==> src/verilog/ebimux_defines.svh <==
// Constants of the external bus pin multiplexer.
`ifndef EBIMUX_DEFINES_SVH
`define EBIMUX_DEFINES_SVH
`define EBIMUX_NUM_CS 6
`define EBIMUX_ADDR_W 26
`define EBIMUX_DATA_W 32
`define EBIMUX_NAND_W 16
`define EBIMUX_DRAM_ADDR_W 14
`define EBIMUX_CS_DRAM 1
`define EBIMUX_CS_NAND 3
`define EBIMUX_CS_IDLE 6'h3f
`define EBIMUX_ADDR_RST 26'h0000000
`define EBIMUX_DATA_RST 32'h00000000
`define EBIMUX_MP_RST 1'h0
`define EBIMUX_LANE_RST 1'h0
`define EBIMUX_CS1_RST 1'h0
`define EBIMUX_CS3_RST 1'h0
`endif

==> src/verilog/ebimux_pkg.sv <==
// Types of the external bus pin multiplexer.
package ebimux_pkg;
  typedef enum logic [1:0] {
    ebimux_owner_idle,
    ebimux_owner_static,
    ebimux_owner_dram,
    ebimux_owner_nand
  } ebimux_owner_e;
  typedef struct packed {
    logic multiport_enable;
    logic nand_upper_lane_select;
    logic cs1_controller_select;
    logic cs3_nand_logic_enable;
  } ebimux_cfg_s;
  typedef struct packed {
    logic [25:0] addr;
    logic [5:0] chip_select_n;
    logic [3:0] byte_write_strobe_n;
    logic [31:0] wdata;
    logic [31:0] data_oe;
    logic active;
  } ebimux_static_s;
  typedef struct packed {
    logic [13:0] addr;
    logic dram_chip_select_n;
    logic [3:0] byte_lane_mask_n;
    logic [31:0] wdata;
    logic [31:0] data_oe;
    logic active;
  } ebimux_dram_s;
  typedef struct packed {
    logic [15:0] wdata;
    logic data_oe;
    logic flash_chip_select_n;
    logic active;
  } ebimux_nand_s;
  typedef struct packed {
    logic [25:0] addr;
    logic dram_address10_pin;
    logic [5:0] chip_select_n;
    logic flash_chip_select_n;
    logic [3:0] byte_write_strobe_n;
    logic [31:0] data_out;
    logic [31:0] data_oe;
  } ebimux_pins_s;
endpackage

==> src/verilog/ebimux_top.sv <==
// External bus pin multiplexer sharing pins among three memory controllers.
// Operation
// - Multi-port enable resets to zero; one enables multi-port operation; the code only stores the bit and shows it on cfg_state.
// - Six active-low chip select outputs, each its own address space.
// - Data bus of 16 or 32 bits, address bus up to 26 bits.
// - Each chip select covers a linear range of up to 64 megabytes.
// - Static controller may drive any of chip selects zero to five, except 1 when it is assigned to DRAM.
// - Chip select 1 comes from DRAM select or static controller, as configured.
// - NAND flash is supported only on chip select 3.
// - Three sources are merged: static, DRAM and 16-bit NAND.
// - Shared pins are steered by which controller performs the access.
// - Address pins 11:2 and 15:13 carry DRAM or static address bits.
// - Pins 0, 1, 12, 25:16 static only; address10 pin DRAM only.
// - The flash chip select output is active low.
// - The DRAM chip select output is active low.
// - NAND lane select puts NAND data on pins 15:0 or 31:16.
// - Chip select 1 assignment: zero static, one DRAM.
// - Chip select 3 assignment: one additionally activates NAND logic.
`timescale 1ns/1ps
`include "ebimux_defines.svh"

module ebimux_top (
  // Clock and reset
  input wire logic clock,
  input wire logic resetn,
  input wire logic clock_enable,
  // Configuration
  input wire ebimux_pkg::ebimux_cfg_s cfg_in,
  // Controller sources
  input wire ebimux_pkg::ebimux_static_s static_in,
  input wire ebimux_pkg::ebimux_dram_s dram_in,
  input wire ebimux_pkg::ebimux_nand_s nand_in,
  // Data read back from the pins
  input wire logic [31:0] pin_data_in,
  // Pins
  output ebimux_pkg::ebimux_pins_s pins,
  // Status and read data toward the controllers
  output ebimux_pkg::ebimux_owner_e owner,
  output ebimux_pkg::ebimux_cfg_s cfg_state,
  output logic [31:0] read_data,
  output logic [15:0] nand_read_data
);

  ebimux_pkg::ebimux_cfg_s cfg_q, cfg_d;
  ebimux_pkg::ebimux_pins_s pins_q, pins_d;
  ebimux_pkg::ebimux_owner_e owner_q, owner_d;
  logic [31:0] din_meta_q, din_sync_q;
  logic [31:0] rd_q, rd_d;
  logic [15:0] nrd_q, nrd_d;

  // Picks the 16-bit NAND lane out of the 32-bit pin data.
  function automatic logic [15:0] nand_lane(input logic [31:0] d, input logic upper);
    nand_lane = upper ? d[31:16] : d[15:0];
  endfunction

  // Configuration register; captured while the clock enable is high.
  always_comb begin
    cfg_d = cfg_q;
    if (clock_enable) begin
      cfg_d = cfg_in;
    end
  end

  // Owner choice: DRAM only where chip select 1 belongs to it, NAND only on chip select 3.
  always_comb begin
    owner_d = ebimux_pkg::ebimux_owner_idle;
    if (dram_in.active && cfg_q.cs1_controller_select) begin
      owner_d = ebimux_pkg::ebimux_owner_dram;
    end else if (nand_in.active && cfg_q.cs3_nand_logic_enable) begin
      owner_d = ebimux_pkg::ebimux_owner_nand;
    end else if (static_in.active) begin
      owner_d = ebimux_pkg::ebimux_owner_static;
    end
  end

  // Pin steering.
  always_comb begin
    pins_d = '0;
    pins_d.chip_select_n = `EBIMUX_CS_IDLE;
    pins_d.flash_chip_select_n = 1'h1;
    pins_d.byte_write_strobe_n = 4'hf;
    pins_d.addr = `EBIMUX_ADDR_RST;
    pins_d.data_out = `EBIMUX_DATA_RST;
    pins_d.data_oe = 32'h00000000;
    case (owner_d)
      ebimux_pkg::ebimux_owner_static: begin
        pins_d.addr = static_in.addr;
        pins_d.chip_select_n = static_in.chip_select_n;
        if (cfg_q.cs1_controller_select) begin
          pins_d.chip_select_n[`EBIMUX_CS_DRAM] = 1'h1;
        end
        pins_d.byte_write_strobe_n = static_in.byte_write_strobe_n;
        pins_d.data_out = static_in.wdata;
        pins_d.data_oe = static_in.data_oe;
      end
      ebimux_pkg::ebimux_owner_dram: begin
        pins_d.addr[11:2] = dram_in.addr[9:0];
        pins_d.addr[15:13] = dram_in.addr[13:11];
        pins_d.dram_address10_pin = dram_in.addr[10];
        pins_d.chip_select_n[`EBIMUX_CS_DRAM] = dram_in.dram_chip_select_n;
        pins_d.byte_write_strobe_n = dram_in.byte_lane_mask_n;
        pins_d.data_out = dram_in.wdata;
        pins_d.data_oe = dram_in.data_oe;
      end
      ebimux_pkg::ebimux_owner_nand: begin
        pins_d.chip_select_n[`EBIMUX_CS_NAND] = nand_in.flash_chip_select_n;
        pins_d.flash_chip_select_n = nand_in.flash_chip_select_n;
        if (cfg_q.nand_upper_lane_select) begin
          pins_d.data_out[31:16] = nand_in.wdata;
          pins_d.data_oe[31:16] = {16{nand_in.data_oe}};
        end else begin
          pins_d.data_out[15:0] = nand_in.wdata;
          pins_d.data_oe[15:0] = {16{nand_in.data_oe}};
        end
      end
      default: begin
        pins_d.addr = `EBIMUX_ADDR_RST;
      end
    endcase
  end

  // Read data returned from the synchronised pins.
  always_comb begin
    rd_d = din_sync_q;
    nrd_d = nand_lane(din_sync_q, cfg_q.nand_upper_lane_select);
  end

  always_ff @(posedge clock or negedge resetn) begin
    if (!resetn) begin
      cfg_q <= '0;
      owner_q <= ebimux_pkg::ebimux_owner_idle;
      pins_q <= '{addr: `EBIMUX_ADDR_RST, dram_address10_pin: 1'h0,
                  chip_select_n: `EBIMUX_CS_IDLE, flash_chip_select_n: 1'h1,
                  byte_write_strobe_n: 4'hf, data_out: `EBIMUX_DATA_RST,
                  data_oe: 32'h00000000};
      din_meta_q <= `EBIMUX_DATA_RST;
      din_sync_q <= `EBIMUX_DATA_RST;
      rd_q <= `EBIMUX_DATA_RST;
      nrd_q <= 16'h0000;
    end else if (clock_enable) begin
      cfg_q <= cfg_d;
      owner_q <= owner_d;
      pins_q <= pins_d;
      din_meta_q <= pin_data_in;
      din_sync_q <= din_meta_q;
      rd_q <= rd_d;
      nrd_q <= nrd_d;
    end
  end

  assign pins = pins_q;
  assign owner = owner_q;
  assign cfg_state = cfg_q;
  assign read_data = rd_q;
  assign nand_read_data = nrd_q;

  a_mp_reset: assert property (@(posedge clock) $rose(resetn) |-> !cfg_q.multiport_enable)
    else $error("multiport enable not cleared after reset");
  a_idle_strobes: assert property (@(posedge clock) disable iff (!resetn)
    owner_q == ebimux_pkg::ebimux_owner_idle |-> pins_q.chip_select_n == 6'h3f
      && pins_q.byte_write_strobe_n == 4'hf && pins_q.data_oe == 32'h0)
    else $error("idle pins not inactive");
  a_dram_addr_map: assert property (@(posedge clock) disable iff (!resetn)
    clock_enable && owner_d == ebimux_pkg::ebimux_owner_dram |=>
      pins_q.addr[11:2] == $past(dram_in.addr[9:0])
      && pins_q.dram_address10_pin == $past(dram_in.addr[10])
      && pins_q.addr[15:13] == $past(dram_in.addr[13:11]) && pins_q.addr[12] == 1'h0)
    else $error("dram address mapping wrong");
  a_static_addr: assert property (@(posedge clock) disable iff (!resetn)
    clock_enable && owner_d == ebimux_pkg::ebimux_owner_static |=>
      pins_q.addr == $past(static_in.addr) && pins_q.dram_address10_pin == 1'h0)
    else $error("static address not passed");
  a_cs1_static: assert property (@(posedge clock) disable iff (!resetn)
    owner_q == ebimux_pkg::ebimux_owner_static && cfg_q.cs1_controller_select
      |-> pins_q.chip_select_n[1])
    else $error("static drove chip select 1 assigned to dram");
  a_dram_needs_cs1: assert property (@(posedge clock) disable iff (!resetn)
    owner_q == ebimux_pkg::ebimux_owner_dram |-> $past(cfg_q.cs1_controller_select))
    else $error("dram owned pins without chip select 1");
  a_nand_cs3_only: assert property (@(posedge clock) disable iff (!resetn)
    owner_q == ebimux_pkg::ebimux_owner_nand |-> pins_q.chip_select_n[5:4] == 2'h3
      && pins_q.chip_select_n[2:0] == 3'h7 && $past(cfg_q.cs3_nand_logic_enable))
    else $error("nand outside chip select 3");
  a_nand_lane: assert property (@(posedge clock) disable iff (!resetn)
    owner_q == ebimux_pkg::ebimux_owner_nand && $past(cfg_q.nand_upper_lane_select)
      |-> pins_q.data_oe[15:0] == 16'h0000)
    else $error("nand lower lane driven while upper selected");

  // Checks on chip selects, strobes, address and data while each owner holds the pins.
  a_flash_cs_idle: assert property (@(posedge clock) disable iff (!resetn)
    owner_q != ebimux_pkg::ebimux_owner_nand |-> pins_q.flash_chip_select_n)
    else $error("flash chip select active without nand owner");

  a_flash_cs_follow: assert property (@(posedge clock) disable iff (!resetn)
    owner_q == ebimux_pkg::ebimux_owner_nand
      |-> pins_q.flash_chip_select_n == pins_q.chip_select_n[3])
    else $error("flash chip select differs from chip select 3");

  a_dram_cs_only: assert property (@(posedge clock) disable iff (!resetn)
    owner_q == ebimux_pkg::ebimux_owner_dram
      |-> pins_q.chip_select_n[5:2] == 4'hf && pins_q.chip_select_n[0])
    else $error("dram owner drove a chip select other than 1");

  a_dram_cs_map: assert property (@(posedge clock) disable iff (!resetn)
    clock_enable && owner_d == ebimux_pkg::ebimux_owner_dram
      |=> pins_q.chip_select_n[1] == $past(dram_in.dram_chip_select_n))
    else $error("dram chip select not on chip select 1");

  a_dram_mask_map: assert property (@(posedge clock) disable iff (!resetn)
    clock_enable && owner_d == ebimux_pkg::ebimux_owner_dram
      |=> pins_q.byte_write_strobe_n == $past(dram_in.byte_lane_mask_n))
    else $error("dram byte mask not on the strobe pins");

  a_dram_static_pins: assert property (@(posedge clock) disable iff (!resetn)
    owner_q == ebimux_pkg::ebimux_owner_dram
      |-> pins_q.addr[25:16] == 10'h000 && pins_q.addr[1:0] == 2'h0)
    else $error("dram owner drove static only address pins");

  a_static_cs_map: assert property (@(posedge clock) disable iff (!resetn)
    clock_enable && owner_d == ebimux_pkg::ebimux_owner_static && !cfg_q.cs1_controller_select
      |=> pins_q.chip_select_n == $past(static_in.chip_select_n))
    else $error("static chip selects not passed");

  a_static_strobe: assert property (@(posedge clock) disable iff (!resetn)
    clock_enable && owner_d == ebimux_pkg::ebimux_owner_static
      |=> pins_q.byte_write_strobe_n == $past(static_in.byte_write_strobe_n))
    else $error("static write strobes not passed");

  a_static_data: assert property (@(posedge clock) disable iff (!resetn)
    clock_enable && owner_d == ebimux_pkg::ebimux_owner_static
      |=> pins_q.data_oe == $past(static_in.data_oe)
      && pins_q.data_out == $past(static_in.wdata))
    else $error("static data not passed");

  a_nand_quiet: assert property (@(posedge clock) disable iff (!resetn)
    owner_q == ebimux_pkg::ebimux_owner_nand
      |-> pins_q.byte_write_strobe_n == 4'hf && pins_q.addr == 26'h0000000)
    else $error("nand owner drove strobes or address");

  a_nand_upper_off: assert property (@(posedge clock) disable iff (!resetn)
    owner_q == ebimux_pkg::ebimux_owner_nand && !$past(cfg_q.nand_upper_lane_select)
      |-> pins_q.data_oe[31:16] == 16'h0000)
    else $error("nand upper lane driven while lower selected");

  // Freezing must hold every register, so a paused bus never glitches.
  a_freeze_hold: assert property (@(posedge clock) disable iff (!resetn)
    !clock_enable |=> $stable(pins_q) && $stable(owner_q) && $stable(cfg_q))
    else $error("state moved while clock enable low");

  a_cfg_capture: assert property (@(posedge clock) disable iff (!resetn)
    clock_enable |=> cfg_q == $past(cfg_in))
    else $error("configuration not captured");

  a_dram_priority: assert property (@(posedge clock) disable iff (!resetn)
    clock_enable && dram_in.active && cfg_q.cs1_controller_select
      |=> owner_q == ebimux_pkg::ebimux_owner_dram)
    else $error("dram request lost its priority");

  a_nand_refused: assert property (@(posedge clock) disable iff (!resetn)
    clock_enable && !cfg_q.cs3_nand_logic_enable
      |=> owner_q != ebimux_pkg::ebimux_owner_nand)
    else $error("nand owned pins without nand logic enabled");

  a_read_path: assert property (@(posedge clock) disable iff (!resetn)
    clock_enable |=> rd_q == $past(din_sync_q))
    else $error("read data not taken from synchronised pins");

  a_nand_read_lane: assert property (@(posedge clock) disable iff (!resetn)
    clock_enable && cfg_q.nand_upper_lane_select |=> nrd_q == $past(din_sync_q[31:16]))
    else $error("nand read data not from the upper lane");

  c_static: cover property (@(posedge clock) owner_q == ebimux_pkg::ebimux_owner_static);
  c_dram: cover property (@(posedge clock) owner_q == ebimux_pkg::ebimux_owner_dram);
  c_nand_up: cover property (@(posedge clock)
    owner_q == ebimux_pkg::ebimux_owner_nand && cfg_q.nand_upper_lane_select);
  c_mp: cover property (@(posedge clock) cfg_q.multiport_enable);
  c_frozen: cover property (@(posedge clock) resetn && !clock_enable);

endmodule
==> config.mk <==
export PLATFORM = sky130hd
export DESIGN_NAME = ebimux_top
export DESIGN_NICKNAME = d
export VERILOG_FILES = /design/src/verilog/ebimux_pkg.sv /design/src/verilog/ebimux_top.sv
export VERILOG_INCLUDE_DIRS = /design/src /design/src/verilog
export SDC_FILE = /design/constraint.sdc
export NUM_CORES = 1
export LEC_CHECK = 0
export BUFFER_PORTS_ARGS = -buffer_cell sky130_fd_sc_hd__buf_4
export CORE_AREA = 3 3 155 157
export CTS_BUF_LIST = sky130_fd_sc_hd__clkbuf_2
export CTS_CLUSTER_SIZE = 40
export DETAILED_ROUTE_END_ITERATION = 12
export DIE_AREA = 0 0 158 160
export GPL_ROUTABILITY_DRIVEN = 0
export GPL_TIMING_DRIVEN = 0
export PLACE_DENSITY_LB_ADDON = 0.12
export REMOVE_ABC_BUFFERS = 1
export SETUP_SLACK_MARGIN = 0.2
export SYNTH_ARGS = -nofsm -noshare
export SYNTH_HDL_FRONTEND = slang
export SYNTH_SLANG_ARGS = --single-unit
==> constraint.sdc <==
create_clock -name clock -period 3.6 [get_ports clock]
set_input_delay 0.72 -clock clock [delete_from_list [all_inputs] [get_ports clock]]
set_output_delay 0.72 -clock clock [all_outputs]
set_load 0.1 [all_outputs]
==> flow_metrics.env, run 1 <==
export IMPL_grt_pass1_vias=8177
export IMPL_drive_above_1_share=0.549
export IMPL_layout_nets=1434
export IMPL_track_usage=0.227
export IMPL_fmax_ghz=0.342
export IMPL_min_period_ns=2.92
export IMPL_slew_viol_final=0
export IMPL_die_y_um=160
export IMPL_cts_made_buffers=57
export IMPL_p_comb_frac=0.435
export IMPL_place_inst=1414
export IMPL_route_detailed_drc=0
export IMPL_wl_per_cell_um=19.9
export IMPL_crit_fanout=30
export IMPL_drt_iter0_drc=389
export IMPL_yosysTopAreaCell="dfrtp_1"
export IMPL_cts_tree="yes"
export IMPL_seqPwrFrac=0.371
export IMPL_clock_sinks=220
export IMPL_r2r_start="cfg_state[1]"
export IMPL_switching_share=0.470
export IMPL_final_cells=1510
export IMPL_yosys_top_cells_area="dfrtp_1 (52%), mux2_2 (11%), a311oi_2 (9.0%)"
export IMPL_syn_area_sq_um=10100
export IMPL_synthDominantCellAreaShare=0.520
export IMPL_worstSetupEndpointType="output pin"
export IMPL_crit_required_ns=2.88
export IMPL_rrSetupSlack_ns=0.71
export IMPL_clock_latency_ns=0.80
export IMPL_p_leak_nw=6.23
export IMPL_hpwl_mm=20.6
export IMPL_ios=399
export IMPL_fin_skew_ns=0.0436
export IMPL_hold_viol_final=0
export IMPL_whs_ns=0.136
export IMPL_vias=8015
export IMPL_power_density_nw_per_um2=601
export IMPL_postCtsSetupBuffers=0
export IMPL_outcome="finished clean"
export IMPL_worstPathArrival_ns=2.20
export IMPL_core_sq_um=22600
export IMPL_maxCapViolCount=0
export IMPL_slew_headroom=0.404
export IMPL_power_switching_mw=3.86
export IMPL_ys_warnings_count=0
export IMPL_cts_buffer_depth=3
export IMPL_clk_pin_slew_ns=0.11
export IMPL_startpoint="cfg_state[2]"
export IMPL_gr_total_overflow=0
export IMPL_grt_setup_unrepaired="false"
export IMPL_start_util=0.444
export IMPL_seq_area_sq_um=5520
export IMPL_worstSetupPathType="flip-flop to output pin"
export IMPL_grt_max_degree=144
export IMPL_multi_input_area_sq_um=3980
export IMPL_ys_types=34
export IMPL_worstMarginPinSlew_ns=0.891
export IMPL_finalSetupViolations=0
export IMPL_areaGrowthSynthToFinish_pct=35.7
export IMPL_drt_antenna_violating_nets=0
export IMPL_startpoint_type="flip-flop"
export IMPL_reg2regPathDepth=6
export IMPL_antenna_found_initial=2
export IMPL_rows=55
export IMPL_htreeDepth=2
export IMPL_intPower_mw=4.35
export IMPL_period_share=0.812
export IMPL_synth_seq_cells=220
export IMPL_clockPowerShare=0.194
export IMPL_post_synth_cell_area_avg_sq_um=12.5
export IMPL_ys_seq_area_frac=0.549
export IMPL_critPathCapture="cfg_state[2]"
export IMPL_routed_wl_mm=30.1
export IMPL_synth_cells=803
export IMPL_hp_class="input pin to flip-flop"
export IMPL_die_area_sq_um=25300
export IMPL_ir_drop_uv=379
export IMPL_drtPass1Iterations=4
export IMPL_post_drt_via_cell_ratio=5.31
export IMPL_cts_root_buf="clkbuf_2"
export IMPL_dieWidth_um=158
export IMPL_grt_first_pass_wirelength_mm=45.4
export IMPL_fill_cells=1946
export IMPL_reg2reg_to="pins[2]"
export IMPL_portBuffers=398
[power by group through the flow]
| stage | clock (mW) | combinational, mW | sequential [mW] |
|---|---|---|---|
| 2_1_floorplan | 0 | 0.626 | 5.01 |
| 3_3_place_gp | 0 | 3.55 | 3.09 |
| 3_5_place_dp | 0 | 3.58 | 3.10 |
| 4_1_cts | 1.67 | 3.59 | 3.05 |
| 5_1_grt | 1.79 | 3.70 | 3.10 |
| 6_report | 1.59 | 3.57 | 3.05 |
[worst max-delay path: stages, from the launching register on]
cell     delay [ns]
dfrtp_2        0.79
buf_12         0.27
buf_4          0.32
[metrics by stage]
stage                     instance area (sq um)  total power, mW  setup slack (ns)  TNS, ns  utilization
after detailed placement                  13200             6.68             0.382        0        0.582
after global routing                      13600             8.58             0.486        0        0.603
after global placement                    12900             6.64             -3.50  -322.20        0.572
final                                     13600             8.20             0.678        0        0.603
after CTS                                 13600             8.30             0.543        0        0.603
after floorplan                            9600             5.64            -0.534   -40.19            -
[worst min-delay path by stage]
stage | from | end | slack, ns | cells past startpoint
after detailed placement | pins[72] | pins[72] | 0.48 | 2
after global placement | pins[65] | pins[65] | 0.48 | 2
after CTS | pin_data_in[22] | din_meta_q[22] | 0.02 | 2
after global routing | pin_data_in[16] | din_meta_q[16] | 0.01 | 2
after floorplan | resetn | cfg_state[0] | 0.42 | 0
final | cfg_in[3] | cfg_state[3] | 0.14 | 2
[placed cells by master, fill, tap and decap left out, drive strengths merged]
cell	n
a21o	1
a21oi	23
a221oi	4
a22oi	77
a311oi	64
a31oi	6
a32oi	1
a41oi	1
and2	1
and4b	1
buf	405
clkbuf	81
clkinv	10
clkinvlp	2
dfrtp	209
dfstp	11
diode	2
dlygate4sd3	1
ha	2
inv	34
mux2	101
mux2i	16
nand2	2
nand2b	1
nand3	14
nand4	17
nand4b	17
nor2	92
o21a	1
o21ai	15
o22ai	13
[layout make-up]
cell class,instances,area share
flip-flops and latches,220,0.405
clock buffers,81,0.0297
diodes,2,0.000367
well taps,285,0.0261
multi-input cells,470,0.291
clock inverters,12,0.00413
inverters,34,0.00935
repair buffers,406,0.234
[Yosys cell counts]
master    count
a21o_1        1
a21oi_1      23
a221oi_1      4
a22oi_1      77
a311oi_1      4
a311oi_2     60
a31oi_1       6
a32oi_1       1
a41oi_1       1
and2_4        1
and4b_1       1
buf_1         4
buf_2        38
buf_4         5
buf_6        13
clkbuf_1     19
dfrtp_1     209
dfstp_2      11
ha_1          2
inv_1        34
mux2_2      101
mux2i_1      16
nand2_1       1
nand2_2       1
nand2b_1      1
nand3_1      14
nand4_1      16
nand4_4       1
nand4b_1     16
nand4b_4      1
nor2_1       92
o21a_1        1
o21ai_0      15
o22ai_1      13
[what timing repair did]
item	CTS	global route
endpoints found under the hold margin	102	0
hold buffers	1	0
resized for setup	0	0
[routing by layer]
| layer | share of wire | global-route usage |
|---|---|---|
| met5 | 0 | 0 |
| met4 | 0.021 | 0.0653 |
| met3 | 0.088 | 0.0816 |
| met2 | 0.49 | 0.382 |
| met1 | 0.40 | 0.274 |
[flip-flops by register name, indices dropped and copies added, names as in the netlist]
register        count
din_meta_q         32
owner               2
din_sync_q         32
read_data          32
nand_read_data     16
pins              102
cfg_state           4
[kinds of logic (layout without fill, tap and decap cells)]
family,count (synthesis),after routing,share of synthesized area
flops,220,220,0.549
compound gates,206,206,0.188
simple gates,145,145,0.0732
other cells,0,2,0
mux,117,117,0.129
fa+ha+maj,2,2,0.00249
buf+inv,113,533,0.0585
No activity file was read; power rests on OpenSTA's default activity.
==> run 2: changes to the inputs <==
ABC_AREA = 1   (was default)
CORE_AREA = 3 3 153 155   (was 3 3 155 157)
DIE_AREA = 0 0 156 158   (was 0 0 158 160)
clock period = 2.7 ns   (was 3.6 ns; I/O delays follow)
==> run 2 against run 1 <==
Combinational power up 17%. Sequential power up 29%. Count of clock-buffer cells in the layout increased by 14. Flip-flop and latch count unchanged. Highest routed layer unchanged. Power up 27%. Global-route usage is 3.5 points higher. Synthesized cell count rose by 72%.
==> flow_metrics.env, run 2 <==
export IMPL_clock_latency_ns=0.80
export IMPL_min_period_ns=2.36
export IMPL_final_cell_mix="nand2_1 (844), buf_4 (397), dfrtp_1 (208), inv_1 (102), clkbuf_2 (95)"
export IMPL_worstSetupPathType="flip-flop to flip-flop"
export IMPL_syn_area_sq_um=10400
export IMPL_whs_ns=0.0993
export IMPL_power_density_nw_per_um2=695
export IMPL_clock_sinks=220
export IMPL_post_drt_via_cell_ratio=4.77
export IMPL_ir_drop_uv=390
export IMPL_grt_pass1_vias=9962
export IMPL_crit_chain="nand2_1 -> bufinv_8 -> o21ai_2 -> inv_1 -> ha_4 -> buf_16 -> nand2_4 -> clkinvlp_4 -> a22o_1"
export IMPL_power_switching_mw=4.71
export IMPL_synth_edf_count=0
export IMPL_worstPathArrival_ns=3.00
export IMPL_yosysTopAreaCell="dfrtp_1"
export IMPL_start_util=0.472
export IMPL_place_inst=1990
export IMPL_dieWidth_um=156
export IMPL_drt_iter0_drc=596
export IMPL_hold_viol_final=0
export IMPL_cts_buffer_depth=3
export IMPL_crit_family="buffers and inverters"
export IMPL_synth_seq_cells=220
export IMPL_yosys_top_cells_area="dfrtp_1 (50%), nand2_1 (31%), inv_1 (3.7%)"
export IMPL_synth_most_common_cell="nand2_1"
export IMPL_hpwl_mm=21.5
export IMPL_slowest_stage="dfrtp_1"
export IMPL_clk_pin_slew_ns=0.11
export IMPL_gr_total_overflow=0
export IMPL_p_leak_nw=8.90
export IMPL_report_power_total_mw=10.4
export IMPL_fin_area_sq_um=15000
export IMPL_cts_root_buf="clkbuf_2"
export IMPL_rows=54
export IMPL_synthDominantCellAreaShare=0.505
export IMPL_portBuffers=398
export IMPL_dpl_cell_area_sq_um=13500
export IMPL_routed_wl_mm=34.1
export IMPL_largest_reg_flops=102
export IMPL_final_common_cell="nand2_1"
export IMPL_switching_share=0.451
export IMPL_fmax_ghz=0.424
export IMPL_ios=399
export IMPL_wl_per_cell_um=15.6
export IMPL_crit_fanout=37
export IMPL_vias=10500
export IMPL_die_y_um=158
export IMPL_antenna_found_initial=5
export IMPL_worstSetupEndpointType="flip-flop"
export IMPL_grt_first_pass_wirelength_mm=51.4
export IMPL_drtPass1Iterations=5
export IMPL_ys_seq_area_frac=0.533
export IMPL_post_synth_cell_area_avg_sq_um=7.48
export IMPL_grt_max_degree=171
export IMPL_die_area_sq_um=24600
export IMPL_track_usage=0.262
export IMPL_ys_warnings_count=0
export IMPL_slew_viol_final=0
export IMPL_intPower_mw=5.74
export IMPL_drive_above_1_share=0.279
export IMPL_htreeDepth=2
export IMPL_synth_cells=1385
export IMPL_crit_required_ns=3.34
export IMPL_fin_skew_ns=0.0316
export IMPL_seqPwrFrac=0.375
export IMPL_areaGrowthSynthToFinish_pct=45.0
export IMPL_worstMarginPinSlew_ns=1.28
export IMPL_finalSetupViolations=0
export IMPL_hp_class="input pin to flip-flop"
export IMPL_outcome="finished clean"
export IMPL_drt_antenna_violating_nets=0
export IMPL_cts_made_buffers=57
export IMPL_clockPowerShare=0.226
export IMPL_ys_types=23
export IMPL_synthArstFlopShare=1.00
export IMPL_core_sq_um=22000
export IMPL_slew_headroom=0.149
export IMPL_route_detailed_drc=0
export IMPL_synthFlopType="dfrtp_1"
export IMPL_cts_tree="yes"
export IMPL_period_share=0.874
export IMPL_startpoint_type="flip-flop"
export IMPL_netlist_top_cells_count="nand2_1 (845), dfrtp_1 (209), inv_1 (103)"
export IMPL_grt_setup_unrepaired="true"
export IMPL_p_comb_frac=0.399
export IMPL_critical_path_buf_inv_count=4
export IMPL_maxCapViolCount=0
export IMPL_layout_nets=2111
export IMPL_final_cells=2194
export IMPL_max_stage_delay_ns=0.42
==> run 2: layout make-up <==
| cell class | count | area [sq um] |
|---|---|---|
| fillers | 1814 | 6930 |
| flip-flops and latches | 220 | 5520 |
| repair buffers | 499 | 4110 |
| multi-input cells | 981 | 4080 |
| clock buffers | 95 | 475 |
| inverters | 106 | 425 |
| well taps | 280 | 350 |
| clock inverters | 7 | 57.6 |
| diodes | 5 | 12.5 |
| repair inverters | 1 | 7.51 |
==> run 2: final timing paths <==
kind | start | endpoint | slack [ns] | cells after the start
max reg2reg | cfg_state[0] | pins[101] | 0.34 | 9
min in group asynchronous | resetn | read_data[22] | 0.38 | 2
min reg2reg | din_meta_q[31] | din_sync_q[31] | 0.46 | 2
max | cfg_state[0] | pins[101] | 0.34 | 9
min | nand_in[1] | pins[68] | 0.1 | 4
max in group asynchronous | resetn | cfg_state[2] | 1.25 | 3
==> run 2: logic make-up (layout without fill, tap and decap cells) <==
logic type      count (synthesis)  in the layout  synth area share
simple gates                  924            924             0.342
flops                         220            220             0.533
buf+inv                       184            708            0.0791
compound gates                 55             55            0.0438
fa+ha+maj                       2              2           0.00241
other cells                     0              5                 0
==> run 2: worst reg2reg max path: cells and delay by family, from the launching register on <==
family	cells	cell delay (ns)
compound gates	2	0.46
flops	1	0.42
fa+ha+maj	1	0.26
buf+inv	4	0.82
simple gates	2	0.28
==> run 2: repair_timing <==
action / CTS / global route
pin swaps: 0 / 1
gates resized for setup: 11 / 3
endpoints found under the setup margin: 86 / 15
gates cloned: 1 / 1
buffers inserted: 2 / 1
endpoints found under the hold margin: 168 / 0
hold buffers: 92 / 0
==> run 2: through the flow <==
step	TNS [ns]	setup WS [ns]	utilization
finish	0	0.339	0.685
detailed placement	-28.04	-0.772	0.613
floorplan	-113.54	-1.53	-
global placement	-522.75	-2.83	0.605
global route	0	0.185	0.685
CTS	0	0.224	0.682
==> run 2: power groups by stage <==
stage,Clock (mW),Combinational (mW),Sequential [mW]
after detailed placement,0,4.02,3.98
after global placement,0,3.96,3.98
final,2.36,4.17,3.92
after CTS,2.43,4.15,3.91
after floorplan,0,0.720,6.09
after global routing,2.59,4.39,3.96
==> run 2: metal layers <==
metal	track usage	part of all wire
met3	0.0820	0.084
met5	0	0
met1	0.313	0.38
met4	0.103	0.033
met2	0.442	0.50
==> run 3: changes to the inputs <==
--- a/config.mk
+++ b/config.mk
@@ -9,4 +9,5 @@
 export ABC_AREA = 1
 export BUFFER_PORTS_ARGS = -buffer_cell sky130_fd_sc_hd__buf_4
+export CAP_MARGIN = 20
 export CORE_AREA = 3 3 153 155
 export CTS_BUF_LIST = sky130_fd_sc_hd__clkbuf_2
==> constraint.sdc (replaced) <==
create_clock -name clock -period 2.7 [get_ports clock]
set_input_delay 0.54 -clock clock [delete_from_list [all_inputs] [get_ports clock]]
set_output_delay 0.54 -clock clock [all_outputs]
set_load 0.005 [all_outputs]
==> run 3 against run 2 <==
Clock power hardly changed. Clock skew is 0.028 ns higher. Sequential power hardly changed. Final cell count is 0.46% higher. Worst setup slack hardly changed. Power is 21% lower. Flip-flop and latch count stayed put. Register-to-register slack hardly changed. Non-clock buffer count is 7 higher. Final area is 0.52% higher. First-iteration DRC count is 1.8% higher. Largest power group is now sequential cells.
==> flow_metrics.env, run 3 (synthesized netlist as in run 2, its figures left out) <==
export IMPL_outcome="finished clean"
export IMPL_gr_total_overflow=0
export IMPL_grt_first_pass_wirelength_mm=52.2
export IMPL_crit_required_ns=3.36
export IMPL_place_inst=1991
export IMPL_largest_reg_flops=102
export IMPL_worstSetupEndpointType="flip-flop"
export IMPL_start_util=0.472
export IMPL_startpoint_type="flip-flop"
export IMPL_drt_antenna_violating_nets=0
export IMPL_routed_wl_mm=34.8
export IMPL_grt_setup_unrepaired="false"
export IMPL_layout_nets=2119
export IMPL_die_y_um=158
export IMPL_slew_headroom=0.453
export IMPL_tns_ns=0
export IMPL_whs_ns=0.0877
export IMPL_clk_pin_slew_ns=0.14
export IMPL_drive_above_1_share=0.280
export IMPL_antenna_found_initial=4
export IMPL_dpl_cell_area_sq_um=13500
export IMPL_finalSetupViolations=0
export IMPL_grt_pass1_vias=10200
export IMPL_period_share=0.874
export IMPL_ir_drop_uv=258
export IMPL_cts_tree="yes"
export IMPL_clock_sinks=220
export IMPL_portBuffers=398
export IMPL_cts_made_buffers=57
export IMPL_wl_per_cell_um=15.8
export IMPL_fmax_ghz=0.424
export IMPL_maxCapViolCount=0
export IMPL_crit_fanout=37
export IMPL_route_detailed_drc=0
export IMPL_p_leak_nw=8.93
export IMPL_grt_max_degree=171
export IMPL_dieWidth_um=156
export IMPL_fin_area_sq_um=15100
export IMPL_worstSetupPathType="flip-flop to flip-flop"
export IMPL_areaGrowthSynthToFinish_pct=45.8
export IMPL_final_common_cell="nand2_1"
export IMPL_hpwl_mm=21.7
export IMPL_ios=399
export IMPL_core_sq_um=22000
export IMPL_hold_viol_final=0
export IMPL_rows=54
export IMPL_utilization=0.688
export IMPL_rrSetupSlack_ns=0.34
export IMPL_clock_latency_ns=0.82
export IMPL_final_cell_mix="nand2_1 (844), buf_4 (399), dfrtp_1 (208), inv_1 (102)"
export IMPL_min_period_ns=2.36
export IMPL_track_usage=0.265
export IMPL_cts_buffer_depth=3
export IMPL_die_area_sq_um=24600
export IMPL_post_drt_via_cell_ratio=4.78
export IMPL_cts_root_buf="clkbuf_2"
export IMPL_worstPathArrival_ns=3.02
export IMPL_vias=10500
export IMPL_power_density_nw_per_um2=548
export IMPL_final_cells=2204
export IMPL_fin_skew_ns=0.0601
export IMPL_drtPass1Iterations=5
export IMPL_worstMarginPinSlew_ns=0.821
export IMPL_htreeDepth=2
export IMPL_drt_iter0_drc=607
export IMPL_hp_class="input pin to flip-flop"
export IMPL_slew_viol_final=0
==> run 3: path summary, 6_finish.rpt <==
check / start / endpoint / cells past startpoint
max in group asynchronous: resetn / pins[95] / 3
min in group asynchronous: resetn / din_meta_q[10] / 2
min: dram_in[43] / pins[42] / 7
min reg2reg: din_meta_q[15] / din_sync_q[15] / 2
max: cfg_state[0] / pins[95] / 9
max reg2reg: cfg_state[0] / pins[95] / 9
==> run 3: critical path: stages (launching register included) <==
cell,delay [ns]
dfrtp_1,0.41
nand2_1,0.23
inv_8,0.16
o21ai_4,0.21
inv_1,0.10
ha_4,0.25
buf_16,0.21
nand2_2,0.20
clkinvlp_4,0.20
a22o_1,0.22
==> run 3: layout make-up <==
| type | instances | area [sq um] |
|---|---|---|
| Tap cell | 280 | 350 |
| Fill cell | 1863 | 6850 |
| Inverter | 106 | 419 |
| Timing Repair Buffer | 506 | 4190 |
| Timing Repair inverter | 1 | 7.51 |
| Antenna cell | 4 | 10.0 |
| Multi-Input combinational cell | 982 | 4090 |
| Sequential cell | 220 | 5520 |
| Clock buffer | 97 | 485 |
| Clock inverter | 8 | 40.0 |
==> run 3: power by group <==
group | leakage [nW] | internal, mW | total (mW) | switching (mW)
Combinational | 5.71 | 1.02 | 2.03 | 1.00
Sequential | 2.80 | 3.69 | 3.92 | 0.232
Clock | 0.423 | 0.937 | 2.33 | 1.39
Total | 8.93 | 5.65 | 8.28 | 2.63
==> run 3: timing repair <==
item	CTS	global route
pin swaps	0	3
cloned	1	2
setup buffers	1	3
gates resized for setup	10	4
endpoints found under the hold margin	172	0
hold buffers	97	0
setup endpoints to repair	87	13
==> run 3: metal layers <==
metal / track usage / part of all wire
met2: 0.449 / 0.49
met4: 0.113 / 0.037
met1: 0.316 / 0.39
met5: 0 / 0
met3: 0.0793 / 0.080
==> run 3: stage by stage <==
step | total power, mW | setup WS, ns
finish | 8.28 | 0.340
global route | 8.80 | 0.203
CTS | 8.32 | 0.256
detailed placement | 5.83 | -0.680
global placement | 5.78 | -2.83
floorplan | 4.70 | -0.952
